**src/rtl/gpc_defines.vh**
```
// Constants of the geared pulse counter: register offsets, fields, resets.
// Assumes a 32-bit AXI4-Lite register bus and one 250 MHz clock.
// Functional notes
// - Count input pulses into 32-bit raw total
// - Count value equals raw times numerator over denominator
// - Geared count is read-only to software
// - Flag set value reached; default 1000
// - Programmable ceiling; stop or reset there
// - Reset terminal active clears the counter
// - Compare geared value, not raw pulses
// - Second 16-bit counter without gear
// - Method 0 stops, 1 recounts from zero
// - Action digit selects drive stop kind
// - Retain digit selects power-loss save
`ifndef GPC_DEFINES_VH
`define GPC_DEFINES_VH

// ****************************************
// Register offsets (byte addresses)
// ****************************************
`define GPC_OFF_RAW     8'h00
`define GPC_OFF_GEARED  8'h04
`define GPC_OFF_TARGET  8'h08
`define GPC_OFF_CEIL    8'h0c
`define GPC_OFF_MULT    8'h10
`define GPC_OFF_DIV     8'h14
`define GPC_OFF_CTRL    8'h18
`define GPC_OFF_CNT2    8'h1c
`define GPC_OFF_STAT    8'h20
`define GPC_OFF_MASK    8'h24
`define GPC_LAST_IDX    6'h09

// ****************************************
// Reset values
// ****************************************
`define GPC_RST_TARGET  32'h000003e8
`define GPC_RST_CEIL    32'hffffffff
`define GPC_RST_MULT    16'h0001
`define GPC_RST_DIV     16'h0001
`define GPC_RST_CTRL    9'h001
`define GPC_RST_MASK    3'h0
`define GPC_RST_STAT    3'h0

// ****************************************
// Timing counts
// ****************************************
`define GPC_GEAR_STEPS  6'd48
`define GPC_BLANK_PASS  2'h2

// ****************************************
// Control fields
// ****************************************
`define GPC_CTRL_METHOD 0
`define GPC_CTRL_ACT_LO 4
`define GPC_CTRL_ACT_HI 5
`define GPC_CTRL_KEEP   8
`define GPC_CTRL_WMASK  9'h131

// ****************************************
// Status bits
// ****************************************
`define GPC_ST_TARGET   0
`define GPC_ST_CEIL     1
`define GPC_ST_CNT2     2

// ****************************************
// Bus responses
// ****************************************
`define GPC_RESP_OKAY   2'h0
`define GPC_RESP_SLVERR 2'h2

`endif

```
**src/rtl/gpc_top.v**
```verilog
// Geared pulse counter top: two counters, gear, compare, AXI4-Lite slave.
// Assumes terminal inputs synchronous to clk_i and pulses far slower
// than the gear update period of about 50 clocks.
`timescale 1ns/1ps
`include "gpc_defines.vh"
module gpc_top (
  input  wire        clk_i,
  input  wire        reset_n_i,
  input  wire        counter_in_i,
  input  wire        counter_reset_i,
  input  wire        counter2_in_i,
  output reg         target_reached_o,
  output wire [1:0]  stop_action_o,
  output wire        retain_count_o,
  output wire        irq_o,
  input  wire [7:0]  s_axi_awaddr,
  input  wire        s_axi_awvalid,
  output wire        s_axi_awready,
  input  wire [31:0] s_axi_wdata,
  input  wire [3:0]  s_axi_wstrb,
  input  wire        s_axi_wvalid,
  output wire        s_axi_wready,
  output reg  [1:0]  s_axi_bresp,
  output reg         s_axi_bvalid,
  input  wire        s_axi_bready,
  input  wire [7:0]  s_axi_araddr,
  input  wire        s_axi_arvalid,
  output wire        s_axi_arready,
  output reg  [31:0] s_axi_rdata,
  output reg  [1:0]  s_axi_rresp,
  output reg         s_axi_rvalid,
  input  wire        s_axi_rready
);
  // ****************************************
  // Registers
  // ****************************************
  reg  [31:0] target_reg;
  reg  [31:0] ceil_reg;
  reg  [15:0] mult_reg;
  reg  [15:0] div_reg;
  reg  [8:0]  ctrl_reg;
  reg  [2:0]  stat_reg;
  reg  [2:0]  mask_reg;
  reg  [1:0]  wrap_wait_reg;
  reg         at_ceil_d_reg;

  wire [31:0] raw_total;
  wire [31:0] geared;
  wire [15:0] cnt2;
  wire        gear_done;
  wire        cnt2_wrap;
  wire        at_ceil;
  wire        at_target;
  wire        method_wrap;
  wire        wrap_now;
  wire        clear1;
  wire        hold1;

  // ****************************************
  // Counter 1 with gear
  // ****************************************
  // Both limits compare the geared value; a stale pass after a clear is
  // kept out by the blanking count below
  assign method_wrap = ctrl_reg[`GPC_CTRL_METHOD];
  assign at_ceil     = (wrap_wait_reg == 2'h0) && (geared >= ceil_reg);
  assign at_target   = (wrap_wait_reg == 2'h0) && (geared >= target_reg);
  assign wrap_now    = at_ceil & method_wrap;
  assign clear1      = counter_reset_i | wrap_now;
  assign hold1       = at_ceil & ~method_wrap;

  gpc_edge_cnt #(
    .W (32)
  ) u_cnt1 (
    .clk_i     (clk_i),
    .reset_n_i (reset_n_i),
    .pulse_i   (counter_in_i),
    .clear_i   (clear1),
    .hold_i    (hold1),
    .count_o   (raw_total),
    .wrap_o    ()
  );

  gpc_gear u_gear (
    .clk_i     (clk_i),
    .reset_n_i (reset_n_i),
    .raw_i     (raw_total),
    .mult_i    (mult_reg),
    .div_i     (div_reg),
    .geared_o  (geared),
    .done_o    (gear_done)
  );

  // ****************************************
  // Counter 2, no gear
  // ****************************************
  // No clear terminal and no ceiling here: it simply wraps at 16 bits,
  // and the wrap is reported as a status event
  gpc_edge_cnt #(
    .W (16)
  ) u_cnt2 (
    .clk_i     (clk_i),
    .reset_n_i (reset_n_i),
    .pulse_i   (counter2_in_i),
    .clear_i   (1'b0),
    .hold_i    (1'b0),
    .count_o   (cnt2),
    .wrap_o    (cnt2_wrap)
  );

  // After a clear the gear result is stale for up to two passes;
  // comparisons are blanked until a pass that began after the clear ends.
  always @(posedge clk_i or negedge reset_n_i) begin
    if (!reset_n_i) begin
      wrap_wait_reg    <= 2'h0;
      target_reached_o <= 1'b0;
      at_ceil_d_reg    <= 1'b0;
    end else begin
      if (clear1) begin
        wrap_wait_reg <= `GPC_BLANK_PASS;
      end else if (gear_done && wrap_wait_reg != 2'h0) begin
        wrap_wait_reg <= wrap_wait_reg - 2'h1;
      end
      if (clear1) begin
        target_reached_o <= 1'b0;
      end else if (wrap_wait_reg == 2'h0) begin
        target_reached_o <= at_target;
      end
      at_ceil_d_reg <= at_ceil;
    end
  end

  // The action code is shown only while the target flag stands, so the
  // drive sees no stop request after a clear
  assign stop_action_o  = target_reached_o ?
                          ctrl_reg[`GPC_CTRL_ACT_HI:`GPC_CTRL_ACT_LO] : 2'h0;
  assign retain_count_o = ctrl_reg[`GPC_CTRL_KEEP];

  // ****************************************
  // Interrupt status
  // ****************************************
  wire [2:0] ev;
  wire [2:0] w1c;

  assign ev[`GPC_ST_TARGET] = at_target & ~target_reached_o & ~clear1;
  assign ev[`GPC_ST_CEIL]   = at_ceil & ~at_ceil_d_reg;
  assign ev[`GPC_ST_CNT2]   = cnt2_wrap;
  assign irq_o              = |(stat_reg & mask_reg);

  // ****************************************
  // AXI4-Lite write channel
  // ****************************************
  reg        aw_held_reg;
  reg        w_held_reg;
  reg [7:0]  aw_addr_reg;
  reg [31:0] w_data_reg;
  reg [3:0]  w_strb_reg;
  wire       wr_fire;
  wire       wr_hit;
  wire [31:0] wmask;

  assign s_axi_awready = ~aw_held_reg & ~s_axi_bvalid;
  assign s_axi_wready  = ~w_held_reg & ~s_axi_bvalid;
  assign wr_fire       = aw_held_reg & w_held_reg & ~s_axi_bvalid;
  assign wmask = {{8{w_strb_reg[3]}}, {8{w_strb_reg[2]}},
                  {8{w_strb_reg[1]}}, {8{w_strb_reg[0]}}};
  // Unmapped or unaligned words answer with an error and change nothing
  assign wr_hit = (aw_addr_reg[7:2] <= `GPC_LAST_IDX) && (aw_addr_reg[1:0] == 2'h0);
  assign w1c    = (wr_fire && aw_addr_reg == `GPC_OFF_STAT) ?
                  (w_data_reg[2:0] & wmask[2:0]) : 3'h0;

  function [31:0] merge;
    input [31:0] old;
    input [31:0] nw;
    input [31:0] m;
    begin
      merge = (old & ~m) | (nw & m);
    end
  endfunction

  wire [31:0] new_target;
  wire [31:0] new_ceil;
  wire [31:0] new_mult;
  wire [31:0] new_div;
  wire [31:0] new_ctrl;
  wire [31:0] new_mask;

  assign new_target = merge(target_reg, w_data_reg, wmask);
  assign new_ceil   = merge(ceil_reg, w_data_reg, wmask);
  assign new_mult   = merge({16'h0, mult_reg}, w_data_reg, wmask);
  assign new_div    = merge({16'h0, div_reg}, w_data_reg, wmask);
  assign new_ctrl   = merge({23'h0, ctrl_reg}, w_data_reg, wmask);
  assign new_mask   = merge({29'h0, mask_reg}, w_data_reg, wmask);

  always @(posedge clk_i or negedge reset_n_i) begin
    if (!reset_n_i) begin
      aw_held_reg  <= 1'b0;
      w_held_reg   <= 1'b0;
      aw_addr_reg  <= 8'h00;
      w_data_reg   <= 32'h0;
      w_strb_reg   <= 4'h0;
      s_axi_bvalid <= 1'b0;
      s_axi_bresp  <= `GPC_RESP_OKAY;
      target_reg   <= `GPC_RST_TARGET;
      ceil_reg     <= `GPC_RST_CEIL;
      mult_reg     <= `GPC_RST_MULT;
      div_reg      <= `GPC_RST_DIV;
      ctrl_reg     <= `GPC_RST_CTRL;
      mask_reg     <= `GPC_RST_MASK;
      stat_reg     <= `GPC_RST_STAT;
    end else begin
      // Set wins over a same-cycle write-one clear
      stat_reg <= (stat_reg & ~w1c) | ev;
      if (s_axi_awvalid && s_axi_awready) begin
        aw_held_reg <= 1'b1;
        aw_addr_reg <= s_axi_awaddr;
      end
      if (s_axi_wvalid && s_axi_wready) begin
        w_held_reg <= 1'b1;
        w_data_reg <= s_axi_wdata;
        w_strb_reg <= s_axi_wstrb;
      end
      if (s_axi_bvalid && s_axi_bready) begin
        s_axi_bvalid <= 1'b0;
      end
      if (wr_fire) begin
        aw_held_reg  <= 1'b0;
        w_held_reg   <= 1'b0;
        s_axi_bvalid <= 1'b1;
        s_axi_bresp  <= wr_hit ? `GPC_RESP_OKAY : `GPC_RESP_SLVERR;
        // Zero is out of range for these settings; such a write is dropped
        case (aw_addr_reg)
          `GPC_OFF_TARGET: begin
            if (new_target != 32'h0) target_reg <= new_target;
          end
          `GPC_OFF_CEIL: begin
            if (new_ceil != 32'h0) ceil_reg <= new_ceil;
          end
          `GPC_OFF_MULT: begin
            if (new_mult[15:0] != 16'h0) mult_reg <= new_mult[15:0];
          end
          `GPC_OFF_DIV: begin
            if (new_div[15:0] != 16'h0) div_reg <= new_div[15:0];
          end
          `GPC_OFF_CTRL: begin
            // Unused control digits are kept at zero
            ctrl_reg <= new_ctrl[8:0] & `GPC_CTRL_WMASK;
          end
          `GPC_OFF_MASK: begin
            mask_reg <= new_mask[2:0];
          end
          default: begin
            // Read-only counts ignore writes
            mask_reg <= mask_reg;
          end
        endcase
      end
    end
  end

  // ****************************************
  // AXI4-Lite read channel
  // ****************************************
  reg [31:0] rd_mux;
  reg        rd_hit;

  // One read at a time: the answer is latched on the address edge and
  // stands until it is taken
  assign s_axi_arready = ~s_axi_rvalid;

  always @* begin
    rd_hit = 1'b1;
    case (s_axi_araddr)
      `GPC_OFF_RAW:    rd_mux = raw_total;
      `GPC_OFF_GEARED: rd_mux = geared;
      `GPC_OFF_TARGET: rd_mux = target_reg;
      `GPC_OFF_CEIL:   rd_mux = ceil_reg;
      `GPC_OFF_MULT:   rd_mux = {16'h0, mult_reg};
      `GPC_OFF_DIV:    rd_mux = {16'h0, div_reg};
      `GPC_OFF_CTRL:   rd_mux = {23'h0, ctrl_reg};
      `GPC_OFF_CNT2:   rd_mux = {16'h0, cnt2};
      `GPC_OFF_STAT:   rd_mux = {29'h0, stat_reg};
      `GPC_OFF_MASK:   rd_mux = {29'h0, mask_reg};
      default: begin
        rd_mux = 32'h0;
        rd_hit = 1'b0;
      end
    endcase
  end

  always @(posedge clk_i or negedge reset_n_i) begin
    if (!reset_n_i) begin
      s_axi_rvalid <= 1'b0;
      s_axi_rdata  <= 32'h0;
      s_axi_rresp  <= `GPC_RESP_OKAY;
    end else begin
      if (s_axi_arvalid && s_axi_arready) begin
        s_axi_rvalid <= 1'b1;
        s_axi_rdata  <= rd_mux;
        s_axi_rresp  <= rd_hit ? `GPC_RESP_OKAY : `GPC_RESP_SLVERR;
      end else if (s_axi_rvalid && s_axi_rready) begin
        s_axi_rvalid <= 1'b0;
      end
    end
  end
endmodule

```
**src/rtl/gpc_edge_cnt.v**
```verilog
// Edge counter: counts rising edges of a synchronous input.
// Assumes the input is already synchronous to clk_i.
`timescale 1ns/1ps
module gpc_edge_cnt #(
  parameter W = 32
) (
  input  wire         clk_i,
  input  wire         reset_n_i,
  input  wire         pulse_i,
  input  wire         clear_i,
  input  wire         hold_i,
  output reg  [W-1:0] count_o,
  output wire         wrap_o
);
  reg pulse_d_reg;
  wire rise;

  assign rise   = pulse_i & ~pulse_d_reg;
  assign wrap_o = rise & ~clear_i & ~hold_i & (&count_o);

  always @(posedge clk_i or negedge reset_n_i) begin
    if (!reset_n_i) begin
      pulse_d_reg <= 1'b0;
      count_o     <= {W{1'b0}};
    end else begin
      pulse_d_reg <= pulse_i;
      if (clear_i) begin
        count_o <= {W{1'b0}};
      end else if (rise && !hold_i) begin
        count_o <= count_o + 1'b1;
      end
    end
  end
endmodule

```
**src/rtl/gpc_gear.v**
```verilog
// Electronic gear: raw total times numerator over denominator.
// Assumes numerator and denominator never zero; recomputes continuously.
`timescale 1ns/1ps
`include "gpc_defines.vh"
module gpc_gear (
  input  wire        clk_i,
  input  wire        reset_n_i,
  input  wire [31:0] raw_i,
  input  wire [15:0] mult_i,
  input  wire [15:0] div_i,
  output reg  [31:0] geared_o,
  output reg         done_o
);
  // ****************************************
  // Restoring divider, one quotient bit per cycle
  // ****************************************
  reg [47:0] quot_reg;
  reg [16:0] rem_reg;
  reg [15:0] div_reg;
  reg [5:0]  step_reg;
  wire [16:0] trial;

  assign trial = {rem_reg[15:0], quot_reg[47]} - {1'b0, div_reg};

  always @(posedge clk_i or negedge reset_n_i) begin
    if (!reset_n_i) begin
      quot_reg <= 48'h0;
      rem_reg  <= 17'h0;
      div_reg  <= 16'h1;
      step_reg <= 6'h0;
      geared_o <= 32'h0;
      done_o   <= 1'b0;
    end else begin
      done_o <= 1'b0;
      if (step_reg == 6'h0) begin
        // Operands are sampled here so a mid-run change cannot corrupt it
        quot_reg <= raw_i * mult_i;
        div_reg  <= div_i;
        rem_reg  <= 17'h0;
        step_reg <= `GPC_GEAR_STEPS;
      end else begin
        if (!trial[16]) begin
          rem_reg  <= trial;
          quot_reg <= {quot_reg[46:0], 1'b1};
        end else begin
          rem_reg  <= {rem_reg[15:0], quot_reg[47]};
          quot_reg <= {quot_reg[46:0], 1'b0};
        end
        step_reg <= step_reg - 6'h1;
        if (step_reg == 6'h1) begin
          done_o <= 1'b1;
          // Remainder is dropped; a quotient past 32 bits saturates
          if (|quot_reg[46:31]) begin
            geared_o <= 32'hffffffff;
          end else begin
            geared_o <= {quot_reg[30:0], ~trial[16]};
          end
        end
      end
    end
  end
endmodule

```
**config.mk**
```make
export PLATFORM = sky130hd
export DESIGN_NAME = gpc_top
export DESIGN_NICKNAME = d
export VERILOG_FILES = /design/src/rtl/gpc_top.v /design/src/rtl/gpc_edge_cnt.v /design/src/rtl/gpc_gear.v
export VERILOG_INCLUDE_DIRS = /design/src /design/src/rtl
export SDC_FILE = /design/constraint.sdc
export NUM_CORES = 2
export LEC_CHECK = 0
export BUFFER_PORTS_ARGS = -buffer_cell sky130_fd_sc_hd__buf_2
export CORE_ASPECT_RATIO = 1.25
export CORE_UTILIZATION = 60
export CTS_CLUSTER_DIAMETER = 30
export DETAILED_ROUTE_END_ITERATION = 7
export PLACE_DENSITY_LB_ADDON = 0.12
export REMOVE_ABC_BUFFERS = 1
export SLEW_MARGIN = 15
export SYNTH_ARGS = -nofsm -noshare
export SYNTH_HDL_FRONTEND = slang
export SYNTH_SLANG_ARGS = --single-unit
```
**constraint.sdc**
```tcl
create_clock -name clk_i -period 12.9 [get_ports clk_i]
set_input_delay 1.935 -clock clk_i [delete_from_list [all_inputs] [get_ports clk_i]]
set_output_delay 1.935 -clock clk_i [all_outputs]
set_load 0.005 [all_outputs]
```
==> flow_summary.json <==
{
  "post-route-period-util_pct": 60.4,
  "cap_violations": 0,
  "vias_per_cell": 6.15,
  "insertion_delay_ps": 650,
  "cts_resized": 0,
  "htree_levels": 3,
  "period_minus_slack_ps": 7790,
  "peakVddDrop_uv": 171,
  "fin_nets": 4337,
  "critPathCaptureType": "flip-flop",
  "worst_slew_pin_slew_ps": 1120,
  "worstSetupPathType": "reg2reg",
  "clk_path_buf_depth": 3,
  "worst_setup_path_start_kind": "flip-flop",
  "mostFrequentLayoutCells": "inv_1, nand2_1, fa_1",
  "synth-seq-cells": 361,
  "status": "finished, final reports clean",
  "fin_util_pct": 68.1,
  "cts.clk_slew.worst_paths_ps": 50,
  "track_usage_pct": 37.3,
  "startpoint": "mult_reg[8]",
  "grt-ovfl-total": 0,
  "p_total_uw": 4220,
  "finalSetupTns_ps": 0,
  "ctsHoldBuffers": 0,
  "synth.distinct_cells": 86,
  "r2r-end": "u_gear.quot_reg[39]",
  "crit_required_ps": 13390,
  "portBuffers": 105,
  "ys_seq_area_share_pct": 26.3,
  "gp_congestion": 0.971,
  "rsz0062_at_grt": "false",
  "worst_hold_slack_ps": 423,
  "cts_tree": "built",
  "core_um2": 56400,
  "yosys.area.top_type": "fa_1",
  "clock_skew_ps": 74.8,
  "synth-main-ff-cell": "dfrtp_1",
  "max_freq_mhz": 128,
  "dieArea_um2": 58500,
  "vias": 27400,
  "r2r_cells": 23,
  "hold_violations": 0,
  "placementRows": 97,
  "critPathCapture": "u_gear.quot_reg[39]",
  "cts_setup_buffers": 0,
  "pin_count": 108,
  "synth_top_area_share_pct": 24.3,
  "drive_gt1_share_pct": 13.8,
  "synth_warnings": 0,
  "worstHoldPathType": "reg2reg",
  "drc": 0,
  "dr.pass1.iters": 6,
  "area_growth_pct": 11.4,
  "syn_inst": 3630,
  "wl_mm": 105,
  "clockRootBuffer": "clkbuf_16",
  "final_max_slew_viol_count": 0,
  "synth.area.top_cells": "fa_1, dfrtp_1, ha_1, inv_1, nand2_1",
  "worstPathArrival_ps": 8280,
  "start_util_pct": 61.1,
  "netlist_area_um2": 34500,
  "antenna_found_initial": 2,
  "slew_headroom_pct": 25.5,
  "fill_cells": 4441,
  "pre_cts_ws_ps": 5220,
  "grt_pass1_vias": 29500,
  "largest_reg_flops": 48,
  "clock_sinks": 361,
  "cp_max_fo": 20,
  "r2r_start": "mult_reg[8]",
  "setup_viol": 0,
  "place_hpwl_mm": 78.1,
  "wl_per_cell_um": 23.6,
  "r2r_slack_ps": 5110,
  "worst_slack_ps": 5110,
  "syn_area_per_cell_um2": 9.50,
  "grt_pass1_wl_mm": 166,
  "async_flop_share_pct": 100,
  "drt_iter0_drc": 2271,
  "grt_max_degree": 83,
  "drt.antenna.violating_nets": 0,
  "mostFrequentLayoutCell": "inv_1",
  "power_density_nw_per_um2": 110,
  "dieWidth_um": 216,
  "die_h_um": 270,
  "cts_made_buffers": 79,
  "synth_enable_flop_cells": 0,
  "p_leak_uw": 0.0179
}
[Yosys cell counts, types with 8 or more instances]
cell type and number:
ha_1 206, or3_1 10, inv_1 567, nand4_1 31, nor3_1 49, xor2_1 22, a21o_1 65, nand3_1 42
a22o_1 22, nand2b_1 10, a22oi_1 31, nor2b_1 15, clkbuf_1 183, nand2_1 480, mux2_2 140, a221oi_1 25
nor2_1 126, and2_1 219, o22a_1 32, buf_2 19, xnor2_1 71, mux2i_1 14, a222oi_1 13, o21ai_0 126
a31oi_1 23, a211oi_1 10, o21ai_1 8, buf_1 10, dfstp_2 42, o21bai_1 9, nor4_1 24, dfrtp_1 319
and3_1 19, o21a_1 16, fa_1 419, a21oi_1 97
[metrics by stage]
step	cell area (µm²)	cells
6_report	38400	4462
5_1_grt	38400	4458
4_1_cts	38400	4458
3_5_place_dp	35500	4311
3_3_place_gp	35500	4311
2_1_floorplan	33700	3415
[worst max-delay path: stages (launching register included)]
cell and delay, ps:
dfrtp_1 910, buf_4 420, nand2_1 120, fa_1 530, inv_1 50, fa_1 500, inv_1 50, fa_1 550
inv_1 50, fa_1 460, fa_1 550, inv_1 70, fa_1 550, inv_1 50, ha_1 340, and2_1 200
a21o_1 190, a221oi_2 400, a31oi_2 200, a21oi_1 650, o21ai_0 270, a31oi_1 260, xor2_1 160, o21ai_0 100
[cell type report]
type	count	area (µm²)	area share, %
well taps	742	928	2.42
inverters	567	2130	5.54
flip-flops and latches	361	9090	23.7
multi-input cells	2487	22500	58.5
clock buffers	99	2180	5.68
diodes	4	10.0	0.0261
clock inverters	48	717	1.87
repair buffers	154	903	2.35
[routing by layer]
layer  vias up  global-route usage (%)  share of wire, %
met5         -                       0             0.012
met3       420                    5.86               7.1
met2      1298                    62.6                50
met4         2                    26.4               7.5
met1     13900                    43.7                36
li1      11800                       -                 -
[kinds of logic after synthesis]
logic type / Yosys count / synth area share [%]
xor gates and xnor gates: 93 / 2.36
adders and majority gates: 625 / 31.8
other: 1 / 0.0109
AOI/OAI and AO/OA: 532 / 10.5
muxes: 160 / 5.17
buffers and inverters: 783 / 8.63
DFF: 361 / 26.3
and+or+nand+nor: 1075 / 15.2
[where the power goes]
group	switching [µW]	internal, µW	leakage (µW)
Combinational	335	227	0.0122
Sequential	252	1260	0.00435
Clock	724	1420	0.00136
[worst min path at each step]
stage	endpoint	from	cells past startpoint	slack [ps]
6_report	stat_reg[1]	at_ceil_d_reg	1	420
5_1_grt	stat_reg[1]	at_ceil_d_reg	1	470
4_1_cts	stat_reg[1]	at_ceil_d_reg	1	430
3_5_place_dp	stat_reg[1]	at_ceil_d_reg	1	420
3_3_place_gp	stat_reg[1]	at_ceil_d_reg	1	420
2_1_floorplan	stat_reg[1]	at_ceil_d_reg	1	410
Note: power is estimated with default switching activity, not from simulation.
